**src/hw/sas_pkg.sv**
```systemverilog
// Shared constants and types for the converter sequencer
// Function
// RL1: Channel code 0-12 routes input; above floats
// RL2: Start bit reads one while converting
// RL3: Bit zero enables the converter
// RL4: Negative reference from input 2 or ground
// RL5: Positive reference from input 3 or supply
// RL6: Pin field turns pins digital from top
// RL7: Power-on pin bits follow port fuse
// RL8: Justify bit picks right or left result
// RL9: Acquisition code maps to clock periods
// RL10: Clock code picks divider or RC clock
// RL11: RC clock starts one instruction late
// RL12: Conversion continues in sleep on RC
// RL13: Result built by successive approximation
// RL14: Reset clears registers and aborts conversion
// RL15: Finish writes result, clears start, flags
// RL16: Result pair untouched by reset
// RL17: Acquisition inserted before conversion start
// RL18: Two clock periods hold-off after conversion
// RL19: Holding capacitor disconnects at conversion start
// RL20: Each conversion yields ten-bit value
// RL21: Software polls or waits before reading
// RL22: Software configures, enables, then starts
// RL23: Full conversion takes eleven clock periods
// RL24: Clearing start aborts, result kept
// RL25: Sampling continues then converts automatically
// RL26: Sampling resumes after conversion completes
// RL27: Timing counted in conversion clock periods
// RL28: Unimplemented bits read zero
package sas_pkg;
  // Register offsets
  localparam logic [2:0] SAS_OFF_CTRL    = 3'h0;
  localparam logic [2:0] SAS_OFF_REFPIN  = 3'h1;
  localparam logic [2:0] SAS_OFF_TIMING  = 3'h2;
  localparam logic [2:0] SAS_OFF_RES_HI  = 3'h3;
  localparam logic [2:0] SAS_OFF_RES_LO  = 3'h4;
  localparam logic [2:0] SAS_OFF_FLAG    = 3'h5;
  // Field positions
  localparam int SAS_CTRL_ON    = 0;
  localparam int SAS_CTRL_GO    = 1;
  localparam int SAS_CTRL_CHLO  = 2;
  localparam int SAS_REF_NEG    = 5;
  localparam int SAS_REF_POS    = 4;
  localparam int SAS_TIM_JUST   = 7;
  localparam int SAS_TIM_ACQLO  = 3;
  // Reset values and masks
  localparam logic [7:0] SAS_CTRL_MASK  = 8'h3F;
  localparam logic [7:0] SAS_REF_MASK   = 8'h3F;
  localparam logic [7:0] SAS_TIM_MASK   = 8'hBF;
  localparam logic [7:0] SAS_RST_ZERO   = 8'h00;
  localparam logic [2:0] SAS_PCFG_ANA   = 3'h0;
  localparam logic [2:0] SAS_PCFG_DIG   = 3'h7;
  // Counts in conversion clock periods, then highest sampled channel code
  localparam logic [4:0] SAS_HOLDOFF_TAD = 5'h02;
  localparam logic [3:0] SAS_CONV_TAD    = 4'hB;
  localparam logic [3:0] SAS_NUM_CH      = 4'hC;
  // Instruction cycle delay in system clocks (four oscillator clocks)
  localparam int         SAS_TCY_NS      = 32;
  localparam int         SAS_CLK_NS      = 8;
  localparam logic [2:0] SAS_TCY_CYC     = 3'((SAS_TCY_NS + SAS_CLK_NS - 1) / SAS_CLK_NS);
  // Sequencer states
  typedef enum logic [2:0] {SAS_IDLE, SAS_DELAY, SAS_ACQ, SAS_CONV, SAS_HOLD} sas_state_type;

  // Acquisition code to period count
  function automatic logic [4:0] sas_acq_len(input logic [2:0] code);
    unique case (code)
      3'h7: sas_acq_len = 5'h14;
      3'h6: sas_acq_len = 5'h10;
      3'h5: sas_acq_len = 5'h0C;
      3'h4: sas_acq_len = 5'h08;
      3'h3: sas_acq_len = 5'h06;
      3'h2: sas_acq_len = 5'h04;
      3'h1: sas_acq_len = 5'h02;
      3'h0: sas_acq_len = 5'h00;
    endcase
  endfunction
endpackage

```
**src/hw/sas_tick_if.sv**
```systemverilog
// Conversion clock tick carrier between divider and sequencer
`timescale 1ns/1ps
interface sas_tick_if;
  logic [2:0] sel;   // Conversion clock code
  logic       run;   // Tick generation allowed
  logic       tick;  // One pulse per conversion clock period
  logic       i_rc_tick; // Raw RC oscillator level
  modport gen (input sel, input run, input i_rc_tick, output tick);
  modport use_ (output sel, output run, input tick);
endinterface

```
**src/hw/sas_clkdiv.sv**
```systemverilog
// Conversion clock divider: system divide or synchronised RC ticks
`timescale 1ns/1ps
module sas_clkdiv
  import sas_pkg::*;
(
  // Clock and reset
  input  wire logic i_clk,
  input  wire logic i_rst_n,
  // Tick carrier
  sas_tick_if.gen   tk
);
  logic [5:0] cnt_q;   // Divider count
  logic [5:0] top;     // Terminal count
  logic [2:0] rc_q;    // RC edge sync and history
  logic       rc_edge; // RC rising edge

  ////////////////////////////////////////////////////////////////
  // Divider terminal count per code
  always_comb
  begin
    unique case (tk.sel)
      3'h0: top = 6'h01; // RL10
      3'h1: top = 6'h07;
      3'h2: top = 6'h1F;
      3'h4: top = 6'h03;
      3'h5: top = 6'h0F;
      3'h6: top = 6'h3F;
      default: top = 6'h00;
    endcase
  end

  ////////////////////////////////////////////////////////////////
  // RC oscillator two-stage sync, third stage for edge
  always_ff @(posedge i_clk or negedge i_rst_n)
  begin
    if (!i_rst_n)
      rc_q <= 3'h0;
    else
      rc_q <= {rc_q[1:0], tk.i_rc_tick};
  end
  assign rc_edge = rc_q[1] & ~rc_q[2];

  ////////////////////////////////////////////////////////////////
  // Divider counter
  always_ff @(posedge i_clk or negedge i_rst_n)
  begin
    if (!i_rst_n)
      cnt_q <= 6'h00;
    else if (!tk.run || cnt_q == top)
      cnt_q <= 6'h00;
    else
      cnt_q <= cnt_q + 6'h01;
  end

  // Tick from RC for x11 codes, divider otherwise
  assign tk.tick = tk.run & ((tk.sel[1:0] == 2'h3) ? rc_edge : (cnt_q == top)); // RL12
endmodule

```
**src/hw/sas_sar.sv**
```systemverilog
// Successive approximation register, one bit per tick
`timescale 1ns/1ps
module sas_sar
  import sas_pkg::*;
(
  // Clock and reset
  input  wire logic       i_clk,
  input  wire logic       i_rst_n,
  // Control
  input  wire logic       i_start,
  input  wire logic       i_step,
  input  wire logic       i_cmp,
  // Trial and result
  output logic      [9:0] o_trial,
  output logic      [9:0] o_code
);
  logic [9:0] code_q; // Resolved bits
  logic [9:0] bit_q;  // Bit under trial

  ////////////////////////////////////////////////////////////////
  // Bit-by-bit decision, MSB first
  always_ff @(posedge i_clk or negedge i_rst_n)
  begin
    if (!i_rst_n)
    begin
      code_q <= 10'h000;
      bit_q  <= 10'h000;
    end
    else if (i_start)
    begin
      code_q <= 10'h000;
      bit_q  <= 10'h200;
    end
    else if (i_step && bit_q != 10'h000)
    begin
      if (i_cmp)
        code_q <= code_q | bit_q; // RL13
      bit_q <= bit_q >> 1;
    end
  end
  assign o_trial = code_q | bit_q;
  assign o_code  = code_q;
endmodule

```
**src/hw/sas_top.sv**
```systemverilog
// Converter sequencer top: registers, sequencing, analog controls
`timescale 1ns/1ps
module sas_top
  import sas_pkg::*;
(
  // Clock and reset
  input  wire logic       i_clk,
  input  wire logic       i_rst_n,
  // Power-on strap
  input  wire logic       i_portb_analog_fuse,
  input  wire logic       i_por,
  // Register port
  input  wire logic [2:0] i_addr,
  input  wire logic [7:0] i_wdata,
  input  wire logic       i_wr,
  input  wire logic       i_rd,
  output logic      [7:0] o_rdata,
  // Analog side
  input  wire logic       i_rc_osc,
  input  wire logic       i_cmp,
  output logic      [9:0] o_dac_code,
  output logic      [3:0] o_channel_select,
  output logic            o_sample,
  output logic            o_neg_ref_select,
  output logic            o_pos_ref_select,
  output logic     [12:0] o_pin_analog,
  output logic            o_conv_done_flag
);
  ////////////////////////////////////////////////////////////////
  // Declarations
  sas_tick_if      tk();
  sas_state_type   st_q;          // Sequencer state
  logic      [7:0] ctrl_q;        // Channel and control register
  logic      [7:0] ref_q;         // Reference and pin register
  logic      [7:0] tim_q;         // Timing and format register
  logic      [9:0] res_q;         // Last completed result
  logic            flag_q;        // Done flag
  logic      [4:0] tcnt_q;        // Period counter
  logic      [2:0] dly_q;         // Instruction delay counter
  logic      [7:0] rdata_q;       // Read data register
  logic            por_q;         // Strap capture pending
  logic      [1:0] cmp_q;         // Comparator sync
  logic      [1:0] fz_q;          // Fuse sync
  logic      [1:0] porz_q;        // Power-on pulse sync
  logic      [1:0] fill_q;        // Synchronisers filled since reset
  logic            go;            // Start bit
  logic            on;            // Converter enabled
  logic            go_set;        // Software sets start
  logic            go_clr;        // Software clears start
  logic            done;          // Conversion finished
  logic      [9:0] code;          // Resolved code
  logic            sar_start;     // Load SAR
  logic            is_rc;         // RC clock selected
  logic     [15:0] res_just;      // Justified result

  assign go = ctrl_q[SAS_CTRL_GO];
  assign on = ctrl_q[SAS_CTRL_ON];
  assign is_rc = (tim_q[1:0] == 2'h3);
  assign go_set = i_wr && i_addr == SAS_OFF_CTRL && i_wdata[SAS_CTRL_GO] && !go;
  assign go_clr = i_wr && i_addr == SAS_OFF_CTRL && !i_wdata[SAS_CTRL_GO];

  ////////////////////////////////////////////////////////////////
  // Input synchronisers
  always_ff @(posedge i_clk or negedge i_rst_n)
  begin
    if (!i_rst_n)
    begin
      cmp_q  <= 2'h0;
      fz_q   <= 2'h0;
      porz_q <= 2'h0;
      fill_q <= 2'h0;
    end
    else
    begin
      cmp_q  <= {cmp_q[0], i_cmp};
      fz_q   <= {fz_q[0], i_portb_analog_fuse};
      porz_q <= {porz_q[0], i_por};
      fill_q <= {fill_q[0], 1'b1};
    end
  end

  ////////////////////////////////////////////////////////////////
  // Tick generator and SAR
  assign tk.sel = tim_q[2:0];
  // Ticks also run in the delay, so an RC start lands on a period edge
  assign tk.run = (st_q != SAS_IDLE);
  assign tk.i_rc_tick = i_rc_osc;

  sas_clkdiv u_div
  (
    .i_clk   (i_clk),
    .i_rst_n (i_rst_n),
    .tk      (tk)
  );

  assign sar_start = (st_q != SAS_CONV) && (
                     (st_q == SAS_ACQ && tk.tick && tcnt_q <= 5'h01) ||
                     (st_q == SAS_IDLE && go && on &&
                      sas_acq_len(tim_q[5:3]) == 5'h00 && !is_rc) ||
                     (st_q == SAS_DELAY && dly_q == 3'h0 && tk.tick &&
                      sas_acq_len(tim_q[5:3]) == 5'h00));

  sas_sar u_sar
  (
    .i_clk   (i_clk),
    .i_rst_n (i_rst_n),
    .i_start (sar_start),
    .i_step  (st_q == SAS_CONV && tk.tick),
    .i_cmp   (cmp_q[1]),
    .o_trial (o_dac_code),
    .o_code  (code)
  );

  ////////////////////////////////////////////////////////////////
  // Sequencer
  always_ff @(posedge i_clk or negedge i_rst_n)
  begin
    if (!i_rst_n)
    begin
      st_q   <= SAS_IDLE; // RL14
      tcnt_q <= 5'h00;
      dly_q  <= 3'h0;
    end
    else if (!on || (go_clr && st_q != SAS_HOLD && st_q != SAS_IDLE))
    begin
      st_q   <= on ? SAS_HOLD : SAS_IDLE; // RL24
      tcnt_q <= SAS_HOLDOFF_TAD;
    end
    else
    begin
      unique case (st_q)
        SAS_IDLE:
          if (go)
          begin
            if (is_rc)
            begin
              st_q  <= SAS_DELAY; // RL11
              dly_q <= SAS_TCY_CYC - 3'h1;
            end
            else if (sas_acq_len(tim_q[5:3]) != 5'h00)
            begin
              st_q   <= SAS_ACQ; // RL17
              tcnt_q <= sas_acq_len(tim_q[5:3]); // RL9
            end
            else
            begin
              st_q   <= SAS_CONV; // RL19
              tcnt_q <= {1'b0, SAS_CONV_TAD};
            end
          end
        SAS_DELAY:
          if (dly_q != 3'h0)
            dly_q <= dly_q - 3'h1;
          else if (tk.tick)
          begin
            // Start on an RC edge so the first period is whole
            if (sas_acq_len(tim_q[5:3]) != 5'h00)
            begin
              st_q   <= SAS_ACQ;
              tcnt_q <= sas_acq_len(tim_q[5:3]);
            end
            else
            begin
              st_q   <= SAS_CONV;
              tcnt_q <= {1'b0, SAS_CONV_TAD};
            end
          end
        SAS_ACQ:
          if (tk.tick)
          begin
            if (tcnt_q <= 5'h01)
            begin
              st_q   <= SAS_CONV; // RL25
              tcnt_q <= {1'b0, SAS_CONV_TAD};
            end
            else
              tcnt_q <= tcnt_q - 5'h01; // RL27
          end
        SAS_CONV:
          if (tk.tick)
          begin
            if (tcnt_q <= 5'h01)
            begin
              st_q   <= SAS_HOLD; // RL23
              tcnt_q <= SAS_HOLDOFF_TAD;
            end
            else
              tcnt_q <= tcnt_q - 5'h01;
          end
        SAS_HOLD:
          if (tk.tick)
          begin
            if (tcnt_q <= 5'h01)
              st_q <= SAS_IDLE; // RL18
            else
              tcnt_q <= tcnt_q - 5'h01;
          end
      endcase
    end
  end

  assign done = (st_q == SAS_CONV) && tk.tick && tcnt_q <= 5'h01 && !go_clr;

  ////////////////////////////////////////////////////////////////
  // Control register: channel, start, enable
  always_ff @(posedge i_clk or negedge i_rst_n)
  begin
    if (!i_rst_n)
      ctrl_q <= SAS_RST_ZERO; // RL14
    else if (done)
    begin
      ctrl_q[SAS_CTRL_GO] <= 1'b0; // RL15
      if (i_wr && i_addr == SAS_OFF_CTRL)
        ctrl_q <= i_wdata & SAS_CTRL_MASK & ~8'h02;
    end
    else if (i_wr && i_addr == SAS_OFF_CTRL)
    begin
      ctrl_q <= i_wdata & SAS_CTRL_MASK; // RL3
      if (go_set && (st_q != SAS_IDLE || !on))
        ctrl_q[SAS_CTRL_GO] <= 1'b0; // RL2
    end
    else if (!on)
      ctrl_q[SAS_CTRL_GO] <= 1'b0;
  end

  ////////////////////////////////////////////////////////////////
  // Reference and pin register, strap caught after power-on
  always_ff @(posedge i_clk or negedge i_rst_n)
  begin
    if (!i_rst_n)
    begin
      ref_q <= SAS_RST_ZERO;
      por_q <= 1'b1;
    end
    // Capture only once the fuse sync holds a real level
    else if ((por_q && fill_q[1]) || porz_q[1])
    begin
      ref_q <= {5'h00, fz_q[1] ? SAS_PCFG_ANA : SAS_PCFG_DIG}; // RL7
      por_q <= 1'b0;
    end
    else if (i_wr && i_addr == SAS_OFF_REFPIN)
      ref_q <= i_wdata & SAS_REF_MASK;
  end

  ////////////////////////////////////////////////////////////////
  // Timing and format register
  always_ff @(posedge i_clk or negedge i_rst_n)
  begin
    if (!i_rst_n)
      tim_q <= SAS_RST_ZERO;
    else if (i_wr && i_addr == SAS_OFF_TIMING)
      tim_q <= i_wdata & SAS_TIM_MASK; // RL28
  end

  ////////////////////////////////////////////////////////////////
  // Result pair: no reset, software may also write
  always_ff @(posedge i_clk)
  begin
    if (done)
      res_q <= code; // RL20
    else if (i_wr && i_addr == SAS_OFF_RES_HI)
      res_q <= tim_q[SAS_TIM_JUST] ? {i_wdata[1:0], res_q[7:0]}
                                   : {i_wdata, res_q[1:0]};
    else if (i_wr && i_addr == SAS_OFF_RES_LO)
      res_q <= tim_q[SAS_TIM_JUST] ? {res_q[9:8], i_wdata}
                                   : {res_q[9:2], i_wdata[7:6]};
  end // RL16

  ////////////////////////////////////////////////////////////////
  // Done flag, set wins over clear
  always_ff @(posedge i_clk or negedge i_rst_n)
  begin
    if (!i_rst_n)
      flag_q <= 1'b0;
    else if (done)
      flag_q <= 1'b1; // RL15
    else if (i_wr && i_addr == SAS_OFF_FLAG)
      flag_q <= i_wdata[0];
  end

  ////////////////////////////////////////////////////////////////
  // Read data, one cycle after strobe
  assign res_just = tim_q[SAS_TIM_JUST] ? {6'h00, res_q} : {res_q, 6'h00}; // RL8
  always_ff @(posedge i_clk or negedge i_rst_n)
  begin
    if (!i_rst_n)
      rdata_q <= 8'h00;
    else if (i_rd)
    begin
      unique case (i_addr)
        SAS_OFF_CTRL:   rdata_q <= ctrl_q; // RL2
        SAS_OFF_REFPIN: rdata_q <= ref_q;
        SAS_OFF_TIMING: rdata_q <= tim_q;
        SAS_OFF_RES_HI: rdata_q <= res_just[15:8];
        SAS_OFF_RES_LO: rdata_q <= res_just[7:0];
        SAS_OFF_FLAG:   rdata_q <= {7'h00, flag_q};
        default:        rdata_q <= 8'h00;
      endcase
    end
    else
      rdata_q <= 8'h00;
  end
  assign o_rdata = rdata_q;

  ////////////////////////////////////////////////////////////////
  // Analog controls
  assign o_channel_select = ctrl_q[5:2]; // RL1
  assign o_sample = on && ctrl_q[5:2] <= SAS_NUM_CH && st_q != SAS_CONV
                    && st_q != SAS_HOLD; // RL26
  assign o_neg_ref_select = ref_q[SAS_REF_NEG]; // RL4
  assign o_pos_ref_select = ref_q[SAS_REF_POS]; // RL5
  assign o_conv_done_flag = flag_q;
  genvar gi;
  generate
    for (gi = 0; gi < 13; gi++)
    begin : g_pin
      assign o_pin_analog[gi] = ({1'b0, ref_q[3:0]} < 5'(15 - gi)) ||
                                (ref_q[3:0] <= 4'h2); // RL6
    end
  endgenerate
endmodule

```
**config.mk**
```make
export PLATFORM = sky130hd
export DESIGN_NAME = sas_top
export DESIGN_NICKNAME = d
export VERILOG_FILES = /design/src/hw/sas_pkg.sv /design/src/hw/sas_tick_if.sv /design/src/hw/sas_clkdiv.sv /design/src/hw/sas_sar.sv /design/src/hw/sas_top.sv
export SDC_FILE = /design/constraint.sdc
export NUM_CORES = 1
export LEC_CHECK = 0
export BUFFER_PORTS_ARGS = -buffer_cell sky130_fd_sc_hd__buf_4
export CORE_MARGIN = 3
export CORE_UTILIZATION = 40
export CTS_CLUSTER_SIZE = 16
export DETAILED_ROUTE_END_ITERATION = 10
export PLACE_DENSITY_LB_ADDON = 0.08
export SKIP_LAST_GASP = 1
export SYNTH_ARGS = -nofsm -noshare
export SYNTH_HDL_FRONTEND = slang
export SYNTH_HIERARCHICAL = 1
export SYNTH_SLANG_ARGS = --single-unit
```
**constraint.sdc**
```tcl
create_clock -name i_clk -period 7.8 [get_ports i_clk]
set_input_delay 2.34 -clock i_clk [delete_from_list [all_inputs] [get_ports i_clk]]
set_output_delay 2.34 -clock i_clk [all_outputs]
set_load 0.02 [all_outputs]
```
==> metrics.txt <==
# TYPE chip_impl_metric gauge
chip_impl_info{name="outcome",value="completed"} 1
chip_impl_metric{name="post_layout_cell_count",unit=""} 696
chip_impl_metric{name="detailed_place_hpwl",unit="µm"} 8130
chip_impl_metric{name="area_of_combinational_cells_with_multiple_inputs",unit="µm²"} 2330
chip_impl_metric{name="count_of_fill_cells_added_during_filler_insertion",unit=""} 1119
chip_impl_metric{name="worstPathArrival",unit="ns"} 2.30
chip_impl_metric{name="detailed_route_via_count",unit=""} 3759
chip_impl_metric{name="synth.ff_latch_count",unit=""} 87
chip_impl_metric{name="first_global_vias",unit=""} 3603
chip_impl_metric{name="net_count_of_the_mapped_netlist",unit=""} 538
chip_impl_metric{name="postCtsHoldBufs",unit=""} 0
chip_impl_metric{name="die_area",unit="µm²"} 13400
chip_impl_metric{name="synth_cells",unit=""} 509
chip_impl_info{name="cpMaxStageDelayCell",value="nor2_1"} 1
chip_impl_metric{name="rr_worst_depth",unit=""} 11
chip_impl_metric{name="start_util",unit="%"} 41.6
chip_impl_info{name="ys_dominant_reg_cell",value="dfrtp_1"} 1
chip_impl_info{name="mostFrequentLayoutCell",value="dfrtp_1"} 1
chip_impl_metric{name="worst_ep_required_time",unit="ns"} 5.46
chip_impl_metric{name="timing.critical_path.depth",unit=""} 4
chip_impl_metric{name="cap_violations",unit=""} 0
chip_impl_metric{name="detail_route.wl_per_cell",unit="µm"} 16.0
chip_impl_metric{name="crit_path_max_fanout",unit=""} 18
chip_impl_info{name="timing.hold.worst.class",value="reg2reg"} 1
chip_impl_metric{name="clock_tree_buffer_depth",unit=""} 2
chip_impl_info{name="tritoncts_clock_tree",value="yes"} 1
chip_impl_metric{name="clock_latency",unit="ns"} 0.35
chip_impl_info{name="crit_path_start_kind",value="flop"} 1
chip_impl_info{name="most-common-layout-cells",value="dfrtp_1, buf_4, nor2_1"} 1
chip_impl_metric{name="global_route.usage.total",unit="%"} 17.5
chip_impl_metric{name="chipHeight",unit="µm"} 116
chip_impl_metric{name="cts_repair_resize_count",unit=""} 0
chip_impl_metric{name="syn-cell-area",unit="µm²"} 4810
chip_impl_metric{name="netlist-cell-type-count",unit=""} 74
chip_impl_metric{name="drt.antenna.violating_nets",unit=""} 0
chip_impl_info{name="clockRootBuffer",value="clkbuf_16"} 1
chip_impl_metric{name="power.density_cell_area",unit="nW/µm²"} 218
chip_impl_metric{name="core",unit="µm²"} 11600
chip_impl_info{name="cp_cell_sequence",value="nor2_1 > nand2_1 > and4_1 > buf_4"} 1
chip_impl_metric{name="grt-ovfl-total",unit=""} 0
chip_impl_metric{name="fmaxAchievable",unit="MHz"} 216
chip_impl_metric{name="remaining_drc_errors",unit=""} 0
chip_impl_metric{name="number_of_warning_messages_in_the_yosys_log",unit=""} 6
chip_impl_metric{name="htree_num_levels",unit=""} 3
chip_impl_metric{name="async_reset_ff_share",unit="%"} 88.5
chip_impl_metric{name="cts.sinks",unit=""} 87
chip_impl_metric{name="final_hold_violations",unit=""} 0
chip_impl_metric{name="static-leakage-power",unit="nW"} 2.52
chip_impl_metric{name="overall_power_consumption",unit="mW"} 1.22
chip_impl_metric{name="core_rows",unit=""} 39
chip_impl_metric{name="gp_congestion",unit=""} 0.804
chip_impl_metric{name="fin_crit",unit="ns"} 4.64
chip_impl_metric{name="setup-tns-final",unit="ns"} 0
chip_impl_metric{name="ir_worst_vdd",unit="mV"} 0.161
chip_impl_info{name="worstSetupPathType",value="reg2out"} 1
chip_impl_metric{name="holdPathStages",unit=""} 0
chip_impl_metric{name="area_delta_synth_final",unit="%"} 16.4
chip_impl_metric{name="firstDrtPassIters",unit=""} 4
chip_impl_metric{name="grt_pass1_wl",unit="µm"} 18400
chip_impl_info{name="setup.worst_path.end_class",value="output port"} 1
chip_impl_metric{name="avgSynthCellArea",unit="µm²"} 9.45
chip_impl_info{name="grt_setup_unrepaired",value="false"} 1
chip_impl_metric{name="clock_skew",unit="ns"} 0.00848
chip_impl_metric{name="final-setup-viol-count",unit=""} 0
chip_impl_metric{name="final_min_period_over_clock_period",unit="%"} 59.5
chip_impl_metric{name="diodes",unit=""} 0
chip_impl_metric{name="dp_cells",unit=""} 680
chip_impl_metric{name="clk_transition_reported_paths",unit="ns"} 0.06
chip_impl_metric{name="post_route_cells_drive_above_1_share",unit="%"} 19.5
chip_impl_metric{name="grt_start_max_net_pins",unit=""} 61
chip_impl_metric{name="drtIter0Drc",unit=""} 234
chip_impl_metric{name="route.detailed.vias_per_inst",unit=""} 5.40
chip_impl_metric{name="max_slew.worst_pin.slew",unit="ns"} 0.975
chip_impl_metric{name="numCtsBuffers",unit=""} 9
chip_impl_info{name="r2r_start",value="tim_q[0]$_DFFE_PN0P_"} 1
chip_impl_metric{name="design.final.nets",unit=""} 577
chip_impl_metric{name="slew_hr",unit="%"} 34.7
chip_impl_metric{name="initial_antenna_violation_count",unit=""} 0
chip_impl_metric{name="die_x",unit="µm"} 116
chip_impl_metric{name="number_of_buffer_and_inverter_instances_along_the_worst_setup_path",unit=""} 1
chip_impl_info{name="critical-path-top-delay-family",value="simple AND/OR/NAND/NOR gates"} 1
chip_impl_metric{name="port_buffers",unit=""} 57
chip_impl_info{name="worst_setup_startpoint",value="st_q[1]$_DFFE_PN0P_"} 1
chip_impl_metric{name="cts_setup_buffers",unit=""} 0
chip_impl_metric{name="pins_over_their_slew_limit",unit=""} 0
chip_impl_metric{name="highest_cell_delay_on_the_worst_timing_path",unit="ns"} 0.82
chip_impl_metric{name="synth_edf_count",unit=""} 10
chip_impl_metric{name="synth_sequential_area_ratio",unit="%"} 46.3
chip_impl_metric{name="ff_latch_area",unit="µm²"} 2230
chip_impl_metric{name="io-pin-count",unit=""} 58
chip_impl_info{name="hp-start",value="fill_q[0]$_DFF_PN0_"} 1
chip_impl_metric{name="routed_wirelength",unit="µm"} 11200
==> registers in the layout (all words and copies together) (netlist names), 2 cells and up <==
register      flops
u_sar/o_code     10
ref_q             6
u_div/rc_q        3
tcnt_q            5
tim_q             7
ctrl_q            6
cmp_q             2
fz_q              2
fill_q            2
st_q              3
dly_q             3
porz_q            2
u_sar/bit_q      10
o_rdata           8
res_q            10
u_div/cnt_q       6
==> layer usage <==
layer / GRT usage [%] / up-vias / share of wire, %
li1: - / 1883 / -
met1: 23.7 / 1783 / 47
met2: 27.5 / 87 / 47
met3: 5.01 / 6 / 4.6
met4: 5.18 / 0 / 0.90
met5: 0 / - / 0
==> cell type report <==
class / instances / share of cell area, %
timing repair buffer: 60 / 8.04
sequential: 87 / 39.8
multi-input combinational: 368 / 41.6
clock inverter: 7 / 1.85
clock buffer: 9 / 4.02
tap: 143 / 3.19
inverter: 22 / 1.47
==> worst reg2reg max path, stage by stage (launching register included) <==
cell and delay, ns:
dfrtp_1 0.50, inv_1 0.13, ha_1 0.20, or3b_1 0.36
a31oi_1 0.18, a21boi_1 0.14, nor3_1 0.22, a31o_1 0.28
inv_1 0.11, and4bb_2 0.37, nand2_1 0.40, nand2_1 0.38
==> synthesized netlist by cell type (5+ instances only) <==
cell | count | area, µm²
or2_2 | 12 | 75.1
and2_1 | 8 | 50.1
a22oi_1 | 8 | 60.1
buf_4 | 6 | 45.0
xor2_1 | 7 | 61.3
nor3_1 | 6 | 30.0
inv_1 | 22 | 82.6
a21oi_1 | 34 | 170
a31oi_1 | 20 | 125
buf_2 | 9 | 45.0
nand2_1 | 49 | 184
nor2_1 | 57 | 214
nor2b_1 | 5 | 31.3
nand3_1 | 14 | 70.1
o21ai_0 | 23 | 115
mux2_2 | 12 | 135
dfrtp_1 | 76 | 1900
nand2b_1 | 5 | 31.3
edfxtp_1 | 10 | 300
ha_1 | 10 | 125
clkbuf_1 | 13 | 48.8
o211ai_1 | 5 | 37.5
mux2i_1 | 18 | 180
==> worst paths after layout <==
| check | end | slack [ns] |
|---|---|---|
| worst max-delay path | o_sample | 3.16 |
| worst min-delay path | fill_q[1]$_DFF_PN0_ | 0.35 |
| worst max register to register | res_q[5]$_DFFE_PP_ | 4.20 |
| worst min register to register | fill_q[1]$_DFF_PN0_ | 0.35 |
| max in group asynchronous | dly_q[1]$_DFFE_PN0P_ | 4.93 |
| min in group asynchronous | u_div/cnt_q[3]$_DFF_PN0_ | 1.85 |
==> where the power goes <==
| part | leakage, nW | total, mW | internal [mW] | switching [mW] |
|---|---|---|---|---|
| Combinational | 1.26 | 0.212 | 0.0927 | 0.119 |
| Sequential | 1.09 | 0.534 | 0.489 | 0.0455 |
| Clock | 0.161 | 0.472 | 0.286 | 0.187 |
==> through the flow <==
| stage | cell area [µm²] | setup WS (ns) | hold slack, ns | util [%] |
|---|---|---|---|---|
| global route | 5600 | 2.92 | 0.363 | 48.4 |
| finish | 5600 | 3.16 | 0.349 | 48.4 |
| floorplan | 4810 | 4.07 | 0.331 | - |
| CTS | 5600 | 3.17 | 0.352 | 48.4 |
| detailed placement | 5270 | 3.26 | 0.337 | 45.6 |
| global placement | 5270 | 3.38 | 0.334 | 45.6 |
==> cell families (layout without fill, tap and decap cells) <==
logic type | count (synthesis) | after routing | share of synthesized area, %
AOI/OAI and AO/OA | 129 | 129 | 17.6
xor gates and xnor gates | 9 | 9 | 1.64
adders and majority gates | 10 | 10 | 2.60
buffers and inverters | 54 | 98 | 5.23
DFF | 87 | 87 | 46.3
muxes | 30 | 30 | 6.55
other | 1 | 1 | 0.0779
and+or+nand+nor | 189 | 189 | 20.0
No activity file was read; power rests on OpenSTA's default activity.
